**src/core/ptp_event_defs.svh**
```systemverilog
// Offsets, field positions, reset values and timing counts of the block
`ifndef PTP_EVENT_DEFS_SVH
`define PTP_EVENT_DEFS_SVH

// Register offsets (byte addresses)
`define OFS_GEN_CFG      12'h104
`define OFS_STS          12'h108
`define OFS_EN           12'h10C
`define OFS_TOP_EN       12'h180
`define OFS_TOP_STS      12'h184
`define OFS_MAN_CAP      12'h188
`define OFS_STAMP_POP    12'h18C
`define OFS_CAP_INFO_0   12'h190
`define OFS_CAP_INFO_1   12'h194
`define OFS_CAP_INFO_2   12'h198
// Target page: 0x140 + 0x10 per channel, addr[4] picks the channel
`define TGT_PAGE         7'h0A
`define SUB_TGT_SEC      2'h0
`define SUB_TGT_NS       2'h1
`define SUB_STEP_SEC     2'h2
`define SUB_STEP_NS      2'h3

// Field positions
`define GC_CLR_A_SEL     8
`define GC_CLR_A_EN      11
`define GC_CLR_B_SEL     12
`define GC_CLR_B_EN      15
`define STS_RX_LSB       8
`define STS_TX_LSB       12
`define STS_RISE_LSB     16
`define STS_FALL_LSB     24
`define POP_TX_LSB       4

// Masks and reset values
`define GEN_CFG_MASK     32'h0000FF03
`define STS_MASK         32'hFFFF7703
`define EN_MASK          32'hFFFF7703
`define REG_RESET        32'h00000000

// Counts and time
`define STAMP_MAX        3'h4
`define NS_PER_SEC       30'h3B9ACA00
`define CLK_PERIOD_NS    25
`define GPIO_MIN_NS      40
`define GPIO_FILT_CYC    ((`GPIO_MIN_NS + `CLK_PERIOD_NS - 1) / `CLK_PERIOD_NS)
`define GPIO_FILT_LAST   2'(`GPIO_FILT_CYC - 1)

`endif

```
**src/core/ptp_event_pkg.sv**
```systemverilog
// Shared types of the timing event status block
package ptp_event_pkg;
  typedef struct packed {
    logic [31:0] sec;
    logic [29:0] ns;
  } ptp_time_t;

  typedef struct packed {
    logic [2:0] egress;
    logic [2:0] ingress;
  } stamp_evt_t;

  typedef enum logic {
    TGT_MODE_ADD    = 1'b0,
    TGT_MODE_RELOAD = 1'b1
  } tgt_mode_t;
endpackage

```
**src/core/ptp_target_event_irq_status.sv**
```systemverilog
// Timing unit target reload/step logic and sticky event status register
//
// Chosen here: the plain strobed port.
`timescale 1ns/1ps
`include "ptp_event_defs.svh"
// Operation
// - Reload mode: compare event copies step values into the channel target
// - Add mode: compare event adds step values onto the channel target
// - Two select bits, B at bit 1, A at bit 0, reset to add
// - Writing one clears a status flag; zero leaves it alone
// - Enabled status flags are ORed into one cascade event bit
// - Flags set on events whatever their enable bits say
// - Interrupt only while cascade event and its top enable are set
// - Eight falling-edge capture flags in bits 31:24
// - Eight rising-edge capture flags in bits 23:16
// - Capture pins are edge sensitive, level must hold over 40 ns
// - Manual capture may set rising and falling capture flags
// - Three egress stamp flags in bits 14:12, set when stored
// - Three ingress stamp flags in bits 10:8, set when stored
// - Up to four stamps per port and direction, count readable
// - Timer flag A/B sets when clock reaches the channel target
// - Enabled GPIO active edge, filtered, clears the selected timer flag
module ptp_target_event_irq_status (
  input  wire logic                      clk_sys_i,
  input  wire logic                      rst_b_i,
  input  wire logic [11:0]               reg_addr_i,
  input  wire logic [31:0]               reg_wdata_i,
  input  wire logic                      reg_wr_i,
  input  wire logic                      reg_rd_i,
  output logic      [31:0]               reg_rdata_o,
  input  wire ptp_event_pkg::ptp_time_t  now_i,
  input  wire logic [7:0]                gpio_i,
  input  wire logic [7:0]                gpio_pol_i,
  input  wire ptp_event_pkg::stamp_evt_t stamp_evt_i,
  output logic                           irq_o
);

  // ---------------------------------------------------------------
  // Declarations
  // ---------------------------------------------------------------
  logic [31:0]              cfg_r, cfg_nxt;
  logic [31:0]              sts_r, sts_nxt;
  logic [31:0]              en_r, en_nxt;
  logic                     top_en_r, top_en_nxt;
  logic [31:0]              rdata_r, rdata_nxt;
  ptp_event_pkg::ptp_time_t tgt_r [2];
  ptp_event_pkg::ptp_time_t tgt_nxt [2];
  ptp_event_pkg::ptp_time_t step_r [2];
  ptp_event_pkg::ptp_time_t step_nxt [2];
  ptp_event_pkg::ptp_time_t add_val [2];
  logic [2:0]               tx_cnt_r [3];
  logic [2:0]               tx_cnt_nxt [3];
  logic [2:0]               rx_cnt_r [3];
  logic [2:0]               rx_cnt_nxt [3];
  logic [7:0]               sync1_r, sync2_r;
  logic [7:0]               filt_r, filt_nxt;
  logic [1:0]               fcnt_r [8];
  logic [1:0]               fcnt_nxt [8];
  logic [7:0]               rise_ev, fall_ev, act_edge;
  logic [7:0]               man_rise, man_fall;
  logic [2:0]               tx_store, rx_store, tx_pop, rx_pop;
  logic [1:0]               fire, clr_tim;
  logic [31:0]              sts_set, sts_clr;
  logic                     sts_wr, tgt_hit, cascade;
  logic [1:0]               tgt_ch, tgt_sub;

  function automatic ptp_event_pkg::ptp_time_t time_add(
    ptp_event_pkg::ptp_time_t a,
    ptp_event_pkg::ptp_time_t b);
    logic [30:0]              ns;
    ptp_event_pkg::ptp_time_t r;
    ns    = {1'b0, a.ns} + {1'b0, b.ns};
    r.sec = a.sec + b.sec;
    // Nanoseconds wrap at one second and carry into seconds
    if (ns >= {1'b0, `NS_PER_SEC}) begin
      ns    = ns - {1'b0, `NS_PER_SEC};
      r.sec = r.sec + 32'h1;
    end
    r.ns = ns[29:0];
    return r;
  endfunction

  // ---------------------------------------------------------------
  // Decode
  // ---------------------------------------------------------------
  assign sts_wr  = reg_wr_i && (reg_addr_i == `OFS_STS);
  assign tgt_hit = (reg_addr_i[11:5] == `TGT_PAGE);
  assign tgt_ch  = {1'b0, reg_addr_i[4]};
  assign tgt_sub = reg_addr_i[3:2];
  assign man_rise = (reg_wr_i && reg_addr_i == `OFS_MAN_CAP) ?
                    reg_wdata_i[7:0] : 8'h00;
  assign man_fall = (reg_wr_i && reg_addr_i == `OFS_MAN_CAP) ?
                    reg_wdata_i[15:8] : 8'h00;
  assign rx_pop   = (reg_wr_i && reg_addr_i == `OFS_STAMP_POP) ?
                    reg_wdata_i[2:0] : 3'h0;
  assign tx_pop   = (reg_wr_i && reg_addr_i == `OFS_STAMP_POP) ?
                    reg_wdata_i[`POP_TX_LSB +: 3] : 3'h0;

  // ---------------------------------------------------------------
  // GPIO capture inputs
  // ---------------------------------------------------------------
  // A level change is taken only after it has held for the filter
  // count of two clocks, so pulses of 25 ns or less never reach the flags.
  always_comb begin
    for (int k = 0; k < 8; k++) begin
      filt_nxt[k] = filt_r[k];
      fcnt_nxt[k] = 2'h0;
      if (sync2_r[k] != filt_r[k]) begin
        if (fcnt_r[k] == `GPIO_FILT_LAST) begin
          filt_nxt[k] = sync2_r[k];
        end else begin
          fcnt_nxt[k] = fcnt_r[k] + 2'h1;
        end
      end
    end
  end

  always_ff @(posedge clk_sys_i or negedge rst_b_i) begin
    if (!rst_b_i) begin
      sync1_r <= 8'h00;
      sync2_r <= 8'h00;
      filt_r  <= 8'h00;
      for (int k = 0; k < 8; k++) begin
        fcnt_r[k] <= 2'h0;
      end
    end else begin
      sync1_r <= gpio_i;
      sync2_r <= sync1_r;
      filt_r  <= filt_nxt;
      for (int k = 0; k < 8; k++) begin
        fcnt_r[k] <= fcnt_nxt[k];
      end
    end
  end

  assign rise_ev  = filt_nxt & ~filt_r;
  assign fall_ev  = ~filt_nxt & filt_r;
  assign act_edge = (gpio_pol_i & rise_ev) | (~gpio_pol_i & fall_ev);
  assign clr_tim[0] = cfg_r[`GC_CLR_A_EN] &&
                      act_edge[cfg_r[`GC_CLR_A_SEL +: 3]];
  assign clr_tim[1] = cfg_r[`GC_CLR_B_EN] &&
                      act_edge[cfg_r[`GC_CLR_B_SEL +: 3]];

  // ---------------------------------------------------------------
  // Target channels
  // ---------------------------------------------------------------
  // Comparator fires every cycle the clock is at or past the target;
  // a zero step in add mode therefore keeps it firing.
  always_comb begin
    for (int c = 0; c < 2; c++) begin
      fire[c]    = {now_i.sec, now_i.ns} >=
                   {tgt_r[c].sec, tgt_r[c].ns};
      add_val[c] = time_add(tgt_r[c], step_r[c]);
    end
  end

  always_comb begin
    for (int c = 0; c < 2; c++) begin
      tgt_nxt[c]  = tgt_r[c];
      step_nxt[c] = step_r[c];
      if (reg_wr_i && tgt_hit && tgt_ch == 2'(c)) begin
        unique case (tgt_sub)
          `SUB_TGT_SEC:  tgt_nxt[c].sec  = reg_wdata_i;
          `SUB_TGT_NS:   tgt_nxt[c].ns   = reg_wdata_i[29:0];
          `SUB_STEP_SEC: step_nxt[c].sec = reg_wdata_i;
          `SUB_STEP_NS:  step_nxt[c].ns  = reg_wdata_i[29:0];
        endcase
      end
      // Hardware update wins over a software write in the same cycle
      if (fire[c]) begin
        if (ptp_event_pkg::tgt_mode_t'(cfg_r[c]) ==
            ptp_event_pkg::TGT_MODE_RELOAD) begin
          tgt_nxt[c] = step_r[c];
        end else begin
          tgt_nxt[c] = add_val[c];
        end
      end
    end
  end

  always_ff @(posedge clk_sys_i or negedge rst_b_i) begin
    if (!rst_b_i) begin
      for (int c = 0; c < 2; c++) begin
        tgt_r[c]  <= '0;
        step_r[c] <= '0;
      end
    end else begin
      for (int c = 0; c < 2; c++) begin
        tgt_r[c]  <= tgt_nxt[c];
        step_r[c] <= step_nxt[c];
      end
    end
  end

  // ---------------------------------------------------------------
  // Timestamp counts
  // ---------------------------------------------------------------
  // A stamp beyond the fourth is dropped and raises no flag.
  always_comb begin
    for (int p = 0; p < 3; p++) begin
      tx_store[p]   = stamp_evt_i.egress[p] && tx_cnt_r[p] < `STAMP_MAX;
      rx_store[p]   = stamp_evt_i.ingress[p] && rx_cnt_r[p] < `STAMP_MAX;
      tx_cnt_nxt[p] = tx_cnt_r[p];
      rx_cnt_nxt[p] = rx_cnt_r[p];
      if (tx_store[p] && !(tx_pop[p] && tx_cnt_r[p] != 3'h0)) begin
        tx_cnt_nxt[p] = tx_cnt_r[p] + 3'h1;
      end else if (!tx_store[p] && tx_pop[p] && tx_cnt_r[p] != 3'h0) begin
        tx_cnt_nxt[p] = tx_cnt_r[p] - 3'h1;
      end
      if (rx_store[p] && !(rx_pop[p] && rx_cnt_r[p] != 3'h0)) begin
        rx_cnt_nxt[p] = rx_cnt_r[p] + 3'h1;
      end else if (!rx_store[p] && rx_pop[p] && rx_cnt_r[p] != 3'h0) begin
        rx_cnt_nxt[p] = rx_cnt_r[p] - 3'h1;
      end
    end
  end

  always_ff @(posedge clk_sys_i or negedge rst_b_i) begin
    if (!rst_b_i) begin
      for (int p = 0; p < 3; p++) begin
        tx_cnt_r[p] <= 3'h0;
        rx_cnt_r[p] <= 3'h0;
      end
    end else begin
      for (int p = 0; p < 3; p++) begin
        tx_cnt_r[p] <= tx_cnt_nxt[p];
        rx_cnt_r[p] <= rx_cnt_nxt[p];
      end
    end
  end

  // ---------------------------------------------------------------
  // Status, enables and interrupt
  // ---------------------------------------------------------------
  always_comb begin
    sts_set = 32'h00000000;
    sts_set[`STS_FALL_LSB +: 8] = fall_ev | man_fall;
    sts_set[`STS_RISE_LSB +: 8] = rise_ev | man_rise;
    sts_set[`STS_TX_LSB +: 3]   = tx_store;
    sts_set[`STS_RX_LSB +: 3]   = rx_store;
    sts_set[1:0]                = fire;
    sts_clr = sts_wr ? reg_wdata_i : 32'h00000000;
    sts_clr[1:0] = sts_clr[1:0] | clr_tim;
    // Set is applied last so a simultaneous clear cannot lose it
    sts_nxt = ((sts_r & ~sts_clr) | sts_set) & `STS_MASK;
    cfg_nxt    = cfg_r;
    en_nxt     = en_r;
    top_en_nxt = top_en_r;
    if (reg_wr_i && reg_addr_i == `OFS_GEN_CFG) begin
      cfg_nxt = reg_wdata_i & `GEN_CFG_MASK;
    end
    if (reg_wr_i && reg_addr_i == `OFS_EN) begin
      en_nxt = reg_wdata_i & `EN_MASK;
    end
    if (reg_wr_i && reg_addr_i == `OFS_TOP_EN) begin
      top_en_nxt = reg_wdata_i[0];
    end
  end

  assign cascade = |(sts_r & en_r);
  assign irq_o   = cascade && top_en_r;

  // ---------------------------------------------------------------
  // Read path
  // ---------------------------------------------------------------
  always_comb begin
    rdata_nxt = 32'h00000000;
    if (reg_rd_i) begin
      if (tgt_hit) begin
        unique case (tgt_sub)
          `SUB_TGT_SEC:  rdata_nxt = tgt_r[tgt_ch[0]].sec;
          `SUB_TGT_NS:   rdata_nxt = {2'h0, tgt_r[tgt_ch[0]].ns};
          `SUB_STEP_SEC: rdata_nxt = step_r[tgt_ch[0]].sec;
          `SUB_STEP_NS:  rdata_nxt = {2'h0, step_r[tgt_ch[0]].ns};
        endcase
      end else begin
        case (reg_addr_i)
          `OFS_GEN_CFG:    rdata_nxt = cfg_r;
          `OFS_STS:        rdata_nxt = sts_r;
          `OFS_EN:         rdata_nxt = en_r;
          `OFS_TOP_EN:     rdata_nxt = {31'h0, top_en_r};
          `OFS_TOP_STS:    rdata_nxt = {31'h0, cascade};
          `OFS_CAP_INFO_0: rdata_nxt = {25'h0, tx_cnt_r[0], 1'b0, rx_cnt_r[0]};
          `OFS_CAP_INFO_1: rdata_nxt = {25'h0, tx_cnt_r[1], 1'b0, rx_cnt_r[1]};
          `OFS_CAP_INFO_2: rdata_nxt = {25'h0, tx_cnt_r[2], 1'b0, rx_cnt_r[2]};
          default:         rdata_nxt = 32'h00000000;
        endcase
      end
    end
  end

  always_ff @(posedge clk_sys_i or negedge rst_b_i) begin
    if (!rst_b_i) begin
      cfg_r    <= `REG_RESET;
      sts_r    <= `REG_RESET;
      en_r     <= `REG_RESET;
      top_en_r <= 1'b0;
      rdata_r  <= 32'h00000000;
    end else begin
      cfg_r    <= cfg_nxt;
      sts_r    <= sts_nxt;
      en_r     <= en_nxt;
      top_en_r <= top_en_nxt;
      rdata_r  <= rdata_nxt;
    end
  end

  assign reg_rdata_o = rdata_r;

  for (genvar g = 0; g < 8; g++) begin : g_pin_chk

  end

  for (genvar p = 0; p < 3; p++) begin : g_port_chk

  end
endmodule

```
**config.mk**
```make
export PLATFORM = sky130hd
export DESIGN_NAME = ptp_target_event_irq_status
export DESIGN_NICKNAME = d
export VERILOG_FILES = /design/src/core/ptp_event_pkg.sv /design/src/core/ptp_target_event_irq_status.sv
export VERILOG_INCLUDE_DIRS = /design/src /design/src/core
export SDC_FILE = /design/constraint.sdc
export NUM_CORES = 2
export LEC_CHECK = 0
export BUFFER_PORTS_ARGS = -buffer_cell sky130_fd_sc_hd__buf_2
export CAP_MARGIN = 40
export CORE_AREA = 2 2 170 339
export DETAILED_ROUTE_END_ITERATION = 16
export DIE_AREA = 0 0 172 341
export HOLD_SLACK_MARGIN = 0.12
export PLACE_DENSITY = 0.77
export SETUP_SLACK_MARGIN = 0.3
export SLEW_MARGIN = 10
export SYNTH_ARGS = -nofsm -noshare
export SYNTH_HDL_FRONTEND = slang
export SYNTH_SLANG_ARGS = --single-unit
```
**constraint.sdc**
```tcl
create_clock -name clk_sys_i -period 7.24 [get_ports clk_sys_i]
set_input_delay 0.724 -clock clk_sys_i [delete_from_list [all_inputs] [get_ports clk_sys_i]]
set_output_delay 0.724 -clock clk_sys_i [all_outputs]
set_load 0.01 [all_outputs]
```
; Yosys cells after proc, flatten, opt, wreduce, memory -nomap -nowiden
; Cells that the tools add are included.
[word_totals]
ff_bits = 397
elab_cells = 275
[op_classes]
mux = 75
n_eq_ne = 30
add_sub_neg = 28
order_cmp = 13
n_reduce_logical = 83
n_bitwise = 16
[op_table]
columns = op, n
row1 = 62-bit 2-to-1 mux, 12
row2 = 32-bit one-hot mux with 8 select lines, 1
row3 = 32-bit 2-to-1 mux, 6
row4 = 32-bit one-hot mux with 4 select lines, 1
row5 = 62-bit greater-or-equal comparator, 2
row6 = "12-bit by 9-bit equality test with 1-bit output, second input constant", 10
row7 = 30-bit 2-to-1 mux, 3
row8 = "32-bit by 1-bit adder with 32-bit output, second input constant", 2
row9 = 32-bit adder, 2
row10 = 32-bit bitwise AND, 2
row11 = 30-bit by 30-bit adder with 31-bit output, 2
row12 = "31-bit by 30-bit greater-or-equal comparator with 1-bit output, second input constant", 2
row13 = "30-bit subtractor, second input constant", 2
row14 = 1-bit logical AND, 42
row15 = 3-bit 2-to-1 mux, 14
row16 = 8-bit bitwise AND, 4
row17 = 2-bit 2-to-1 mux, 16
row18 = 32-bit NOT, 1
row19 = 32-bit OR, 1
row20 = 32-bit OR reduction, 1
row21 = 8-bit NOT, 3
row22 = 8-bit OR, 3
row23 = 2-bit nonzero test, 12
row24 = "3-bit by 1-bit adder with 3-bit output, second input constant", 6
row25 = 18 further kinds, 95

; Longest topological paths before layout
[depth]
word_depth = 14
mapped_depth = 20

; Worst setup path after synthesis
; No wires, ideal clock.
[synth_path]
path_kind = register to register
startpoint = reg tgt_r[0] (netlist bit)
endpoint = reg tgt_r[35] (netlist bit)
path_stages_with_launch = 19
n_path_buf = 2
arrival_ns = 3.952
setup_time_ns = 0.134
setup_slack_ns = 3.154
required_time_ns = 7.106
path_cell_list = dfrtp_1 ha_1 fa_1 a21o_1 a221o_1 a21o_4 xor2_1 inv_1 ha_1 nor2_1 o2111ai_2 a211oi_2 nor3_1 o21a_1 buf_6 buf_4 o21a_1 nor3_1 o22ai_1
[synth_via]
elab_chain_len = 5
elab_cells_between_ends = 9
[synth_rtl]
columns = element, line
row1 = start: declaration, ptp_target_event_irq_status.sv:46  ; ptp_event_pkg::ptp_time_t tgt_r [2];
row2 = start signal: indexed assignment, ptp_target_event_irq_status.sv:189  ; tgt_r[c] <= tgt_nxt[c];
row3 = 30-bit by 30-bit adder with 31-bit output, ptp_target_event_irq_status.sv:72  ; ns = {1'b0, a.ns} + {1'b0, b.ns};
row4 = 31-bit by 30-bit greater-or-equal comparator with 1-bit output, ptp_target_event_irq_status.sv:75  ; if (ns >= {1'b0, `NS_PER_SEC}) begin
row5 = 32-bit 2-to-1 mux, ptp_target_event_irq_status.sv:75
row6 = 62-bit 2-to-1 mux, ptp_target_event_irq_status.sv:171  ; if (ptp_event_pkg::tgt_mode_t'(cfg_r[c]) ==
row7 = 62-bit 2-to-1 mux, ptp_target_event_irq_status.sv:170  ; if (fire[c]) begin
; Parallel ways exist; a longest one is shown, timed or not.
; A chain may end at the register's enable or synchronous reset.

; Final worst setup path
[layout_path]
startpoint = reg tgt_r[0] (netlist bit)
endpoint = reg tgt_r[49] (netlist bit)
; The elaborated chain is that of the path after synthesis.

==> impl_metrics.yaml <==
run_status:
  status: "finished, final reports clean"
clock_network:
  clock_sinks: 397
  numCtsBuffers: 39
  worst_skew_pair.late_latency_ps: 600
  cts_root_buf: "clkbuf_16"
  clockBufferDepth: 3
  clkTransAtPathRegs_ps: 70
  htree_levels: 2
  cts_tree: "yes"
  ctsResizeCount: 0
final_layout:
  drive_above_1_share_pct: 16.09
  register_area_mm2: 0.009937
  fin_nets: 4084
  fin_util_pct: 64.31
  nFillCells: 4866
  syn2layout_area_growth_pct: 8.260
  multi_input_area_mm2: 0.02189
sta:
  hold_viol: 0
  slew_viol_final: 0
  period_minus_slack_ps: 5370
  max-slew-margin-rel_pct: 34.84
  tns_ps: 0
  max_freq_ghz: 0.1862
  rsz0062_at_grt: "false"
  post-route-period-util_pct: 74.17
  setup_viol: 0
  skew_ps: 30.26
  worst_pin_slew_ps: 975.1
synthesis:
  yosysWarnings: 0
  ys_seq_elements: 397
  synth_cells: 3660
  syn_avg_cell_area_um2: 9.092
  synth_edf_count: 0
  synth_top_flop_cell: "dfrtp_1"
  synth_area_mm2: 0.03328
  synthArstFlopShare_pct: 100.0
  ys_seq_area_share_pct: 29.85
  synth_cell_types: 101
  synth_fp_nets: 4052
drt:
  first_pass_iters: 6
  routed_wl_um: 128900
  wl_per_cell_um: 28.77
  dr.first_iter.drc_count: 3336
  num_vias: 31600
  drtAntennaViolNets: 0
  drc: 0
  viasPerCell: 7.055
worst_hold_path:
  hp-class: "in -> reg"
die:
  die_y_um: 341
  start_util_pct: 59.41
  core_area_mm2: 0.05602
  die_x_um: 172
  io_pins: 165
  row_count: 123
  fp.dieArea_mm2: 0.05865
global_route:
  grt_pass1_wl_um: 190300
  grt_pass1_vias: 30900
  grt.total_usage_pct: 43.99
  antenna_found_initial: 9
  grt_max_degree: 144
  grt_remaining_overflow: 0
worst_setup_path:
  start_kind: "register"
  worstPathRequired_ps: 7700
  cp_data_arrival_time_ps: 5830
  path_max_fanout: 39
  cp-end-kind: "register"
  critPathKind: "reg -> reg"
placement:
  dp_hpwl_um: 96950
  gp_congestion: 1.074
  portBuffers: 164
run:
  maxCapViolCount: 0
power:
  irDropWorstVdd_mv: 0.2079
  cellLeakagePower_uw: 0.01599
  p_per_area_mw_per_mm2: 247.8
-- path summary, 6_finish.rpt --
path,start,end,slack (ps),cells after the start
worst min register to register,sync1_r[3],sync2_r[3],350,0
worst max register to register,tgt_r[0],tgt_r[49],1870,15
worst min-delay path,gpio_i[2],sync1_r[2],230,1
min in group asynchronous,rst_b_i,step_r[86],660,2
max in group asynchronous,rst_b_i,sync2_r[1],4770,4
worst max-delay path,tgt_r[0],tgt_r[49],1870,15
-- what timing repair did --
item / in CTS / in global routing
endpoints found under the hold margin: 44 / 0
buffers inserted: 0 / 0
hold buffers: 1 / 0
setup endpoints to repair: 0 / 0
-- cell usage after synthesis (all sizes together), types with 18 or more instances --
library cell | count | share of area, %
dfrtp | 397 | 30
nand2 | 293 | 3.3
ha | 250 | 9.4
a21oi | 242 | 3.7
nor2 | 214 | 2.4
o21ai | 189 | 2.8
mux2 | 188 | 6.4
clkbuf | 180 | 2.0
inv | 169 | 1.9
xnor2 | 120 | 3.2
a21o | 111 | 2.5
mux2i | 105 | 3.2
nand3 | 103 | 1.5
a31oi | 69 | 1.3
xor2 | 66 | 1.7
mux4 | 62 | 4.2
nand4 | 61 | 1.1
nor3 | 58 | 0.92
a22oi | 46 | 1.0
a211oi | 43 | 1.0
buf | 42 | 0.57
and3 | 39 | 0.75
and2 | 37 | 0.70
nand2b | 34 | 0.64
nor2b | 33 | 0.64
nor4 | 32 | 0.68
o211ai | 32 | 0.75
a221o | 30 | 0.90
o221ai | 30 | 0.79
o22ai | 29 | 0.55
o21a | 28 | 0.63
o21bai | 27 | 0.61
nor3b | 24 | 0.54
nand3b | 23 | 0.52
or3 | 18 | 0.34
-- where the power goes --
part	leakage, uW	switching, uW	internal [uW]
sequential	0.00510	408	2510
combinational	0.0102	2400	1420
clock	0.000645	987	1190
-- per-layer routing --
metal	vias up	part of all wire [%]	global-route usage, %
met2	1933	47	69.32
met5	-	0.032	0
met4	6	11	40.39
met1	15310	33	49.11
met3	608	9.0	9.417
li1	13740	-	-
-- cells by family after synthesis --
logic type,count (synthesis),synth area share [%]
flops,397,29.85
mux,355,13.72
simple gates,1029,15.71
compound gates,1042,21.32
fa+ha+maj,260,10.00
xor+xnor,186,4.895
buf+inv,391,4.508
-- sequential cells by signal (all words and copies together), names as in the netlist --
signal,count
cfg_r,10
reg_rdata_o,32
fcnt_r,16
en_r,24
step_r,124
rx_cnt_r,9
tx_cnt_r,9
sts_r,24
sync2_r,8
tgt_r,124
top_en_r,1
filt_r,8
sync1_r,8
-- worst max-delay path, stage by stage, from the launching register on --
cell     delay (ps)
dfrtp_1         440
ha_1            260
fa_1            420
a21o_1          210
a221o_1         410
a21o_4          320
xor2_1          190
nor4_1          810
nand4_1         210
nor4_1          410
nor3_1          160
o21a_1          220
buf_4           280
nor4_2          390
xnor2_1         130
a211o_1         310
-- layout by cell type (no fill, tap or decap), drive strengths merged, types with 27 or more instances in the layout --
cell type / synthesis / final
dfrtp: 397 / 397
nand2: 293 / 293
ha: 250 / 250
a21oi: 242 / 242
nor2: 214 / 214
buf: 42 / 211
o21ai: 189 / 189
mux2: 188 / 188
inv: 169 / 173
xnor2: 120 / 120
a21o: 111 / 111
mux2i: 105 / 105
nand3: 103 / 103
a31oi: 69 / 69
xor2: 66 / 66
mux4: 62 / 62
nand4: 61 / 61
nor3: 58 / 58
clkbuf: 180 / 56
a22oi: 46 / 46
a211oi: 43 / 43
and3: 39 / 39
and2: 37 / 37
nand2b: 34 / 34
nor2b: 33 / 33
o211ai: 32 / 32
nor4: 32 / 32
a221o: 30 / 30
o221ai: 30 / 30
o22ai: 29 / 29
o21a: 28 / 28
o21bai: 27 / 27
-- through the flow --
step | std cells | power (uW) | worst slack [ps] | area (um^2) | hold WS (ps)
finish | 4479 | 8927 | 1870 | 36030 | 228.5
detailed placement | 4395 | 6599 | 2059 | 34640 | 336.3
global placement | 4380 | 6520 | 1790 | 34480 | 332.8
CTS | 4468 | 8775 | 1952 | 35970 | 224.0
global route | 4476 | 9344 | 1728 | 36020 | 225.4
floorplan | 3660 | 5410 | 3154 | 33280 | 331.2
-- layout make-up --
type	count	area share, %
multi-input cells	2872	60.77
repair buffers	213	3.588
well taps	750	2.605
clock inverters	17	0.5835
clock buffers	55	3.070
flip-flops and latches	397	27.58
diodes	6	0.04168
inverters	169	1.761
No activity file was read; power rests on OpenSTA's default activity.
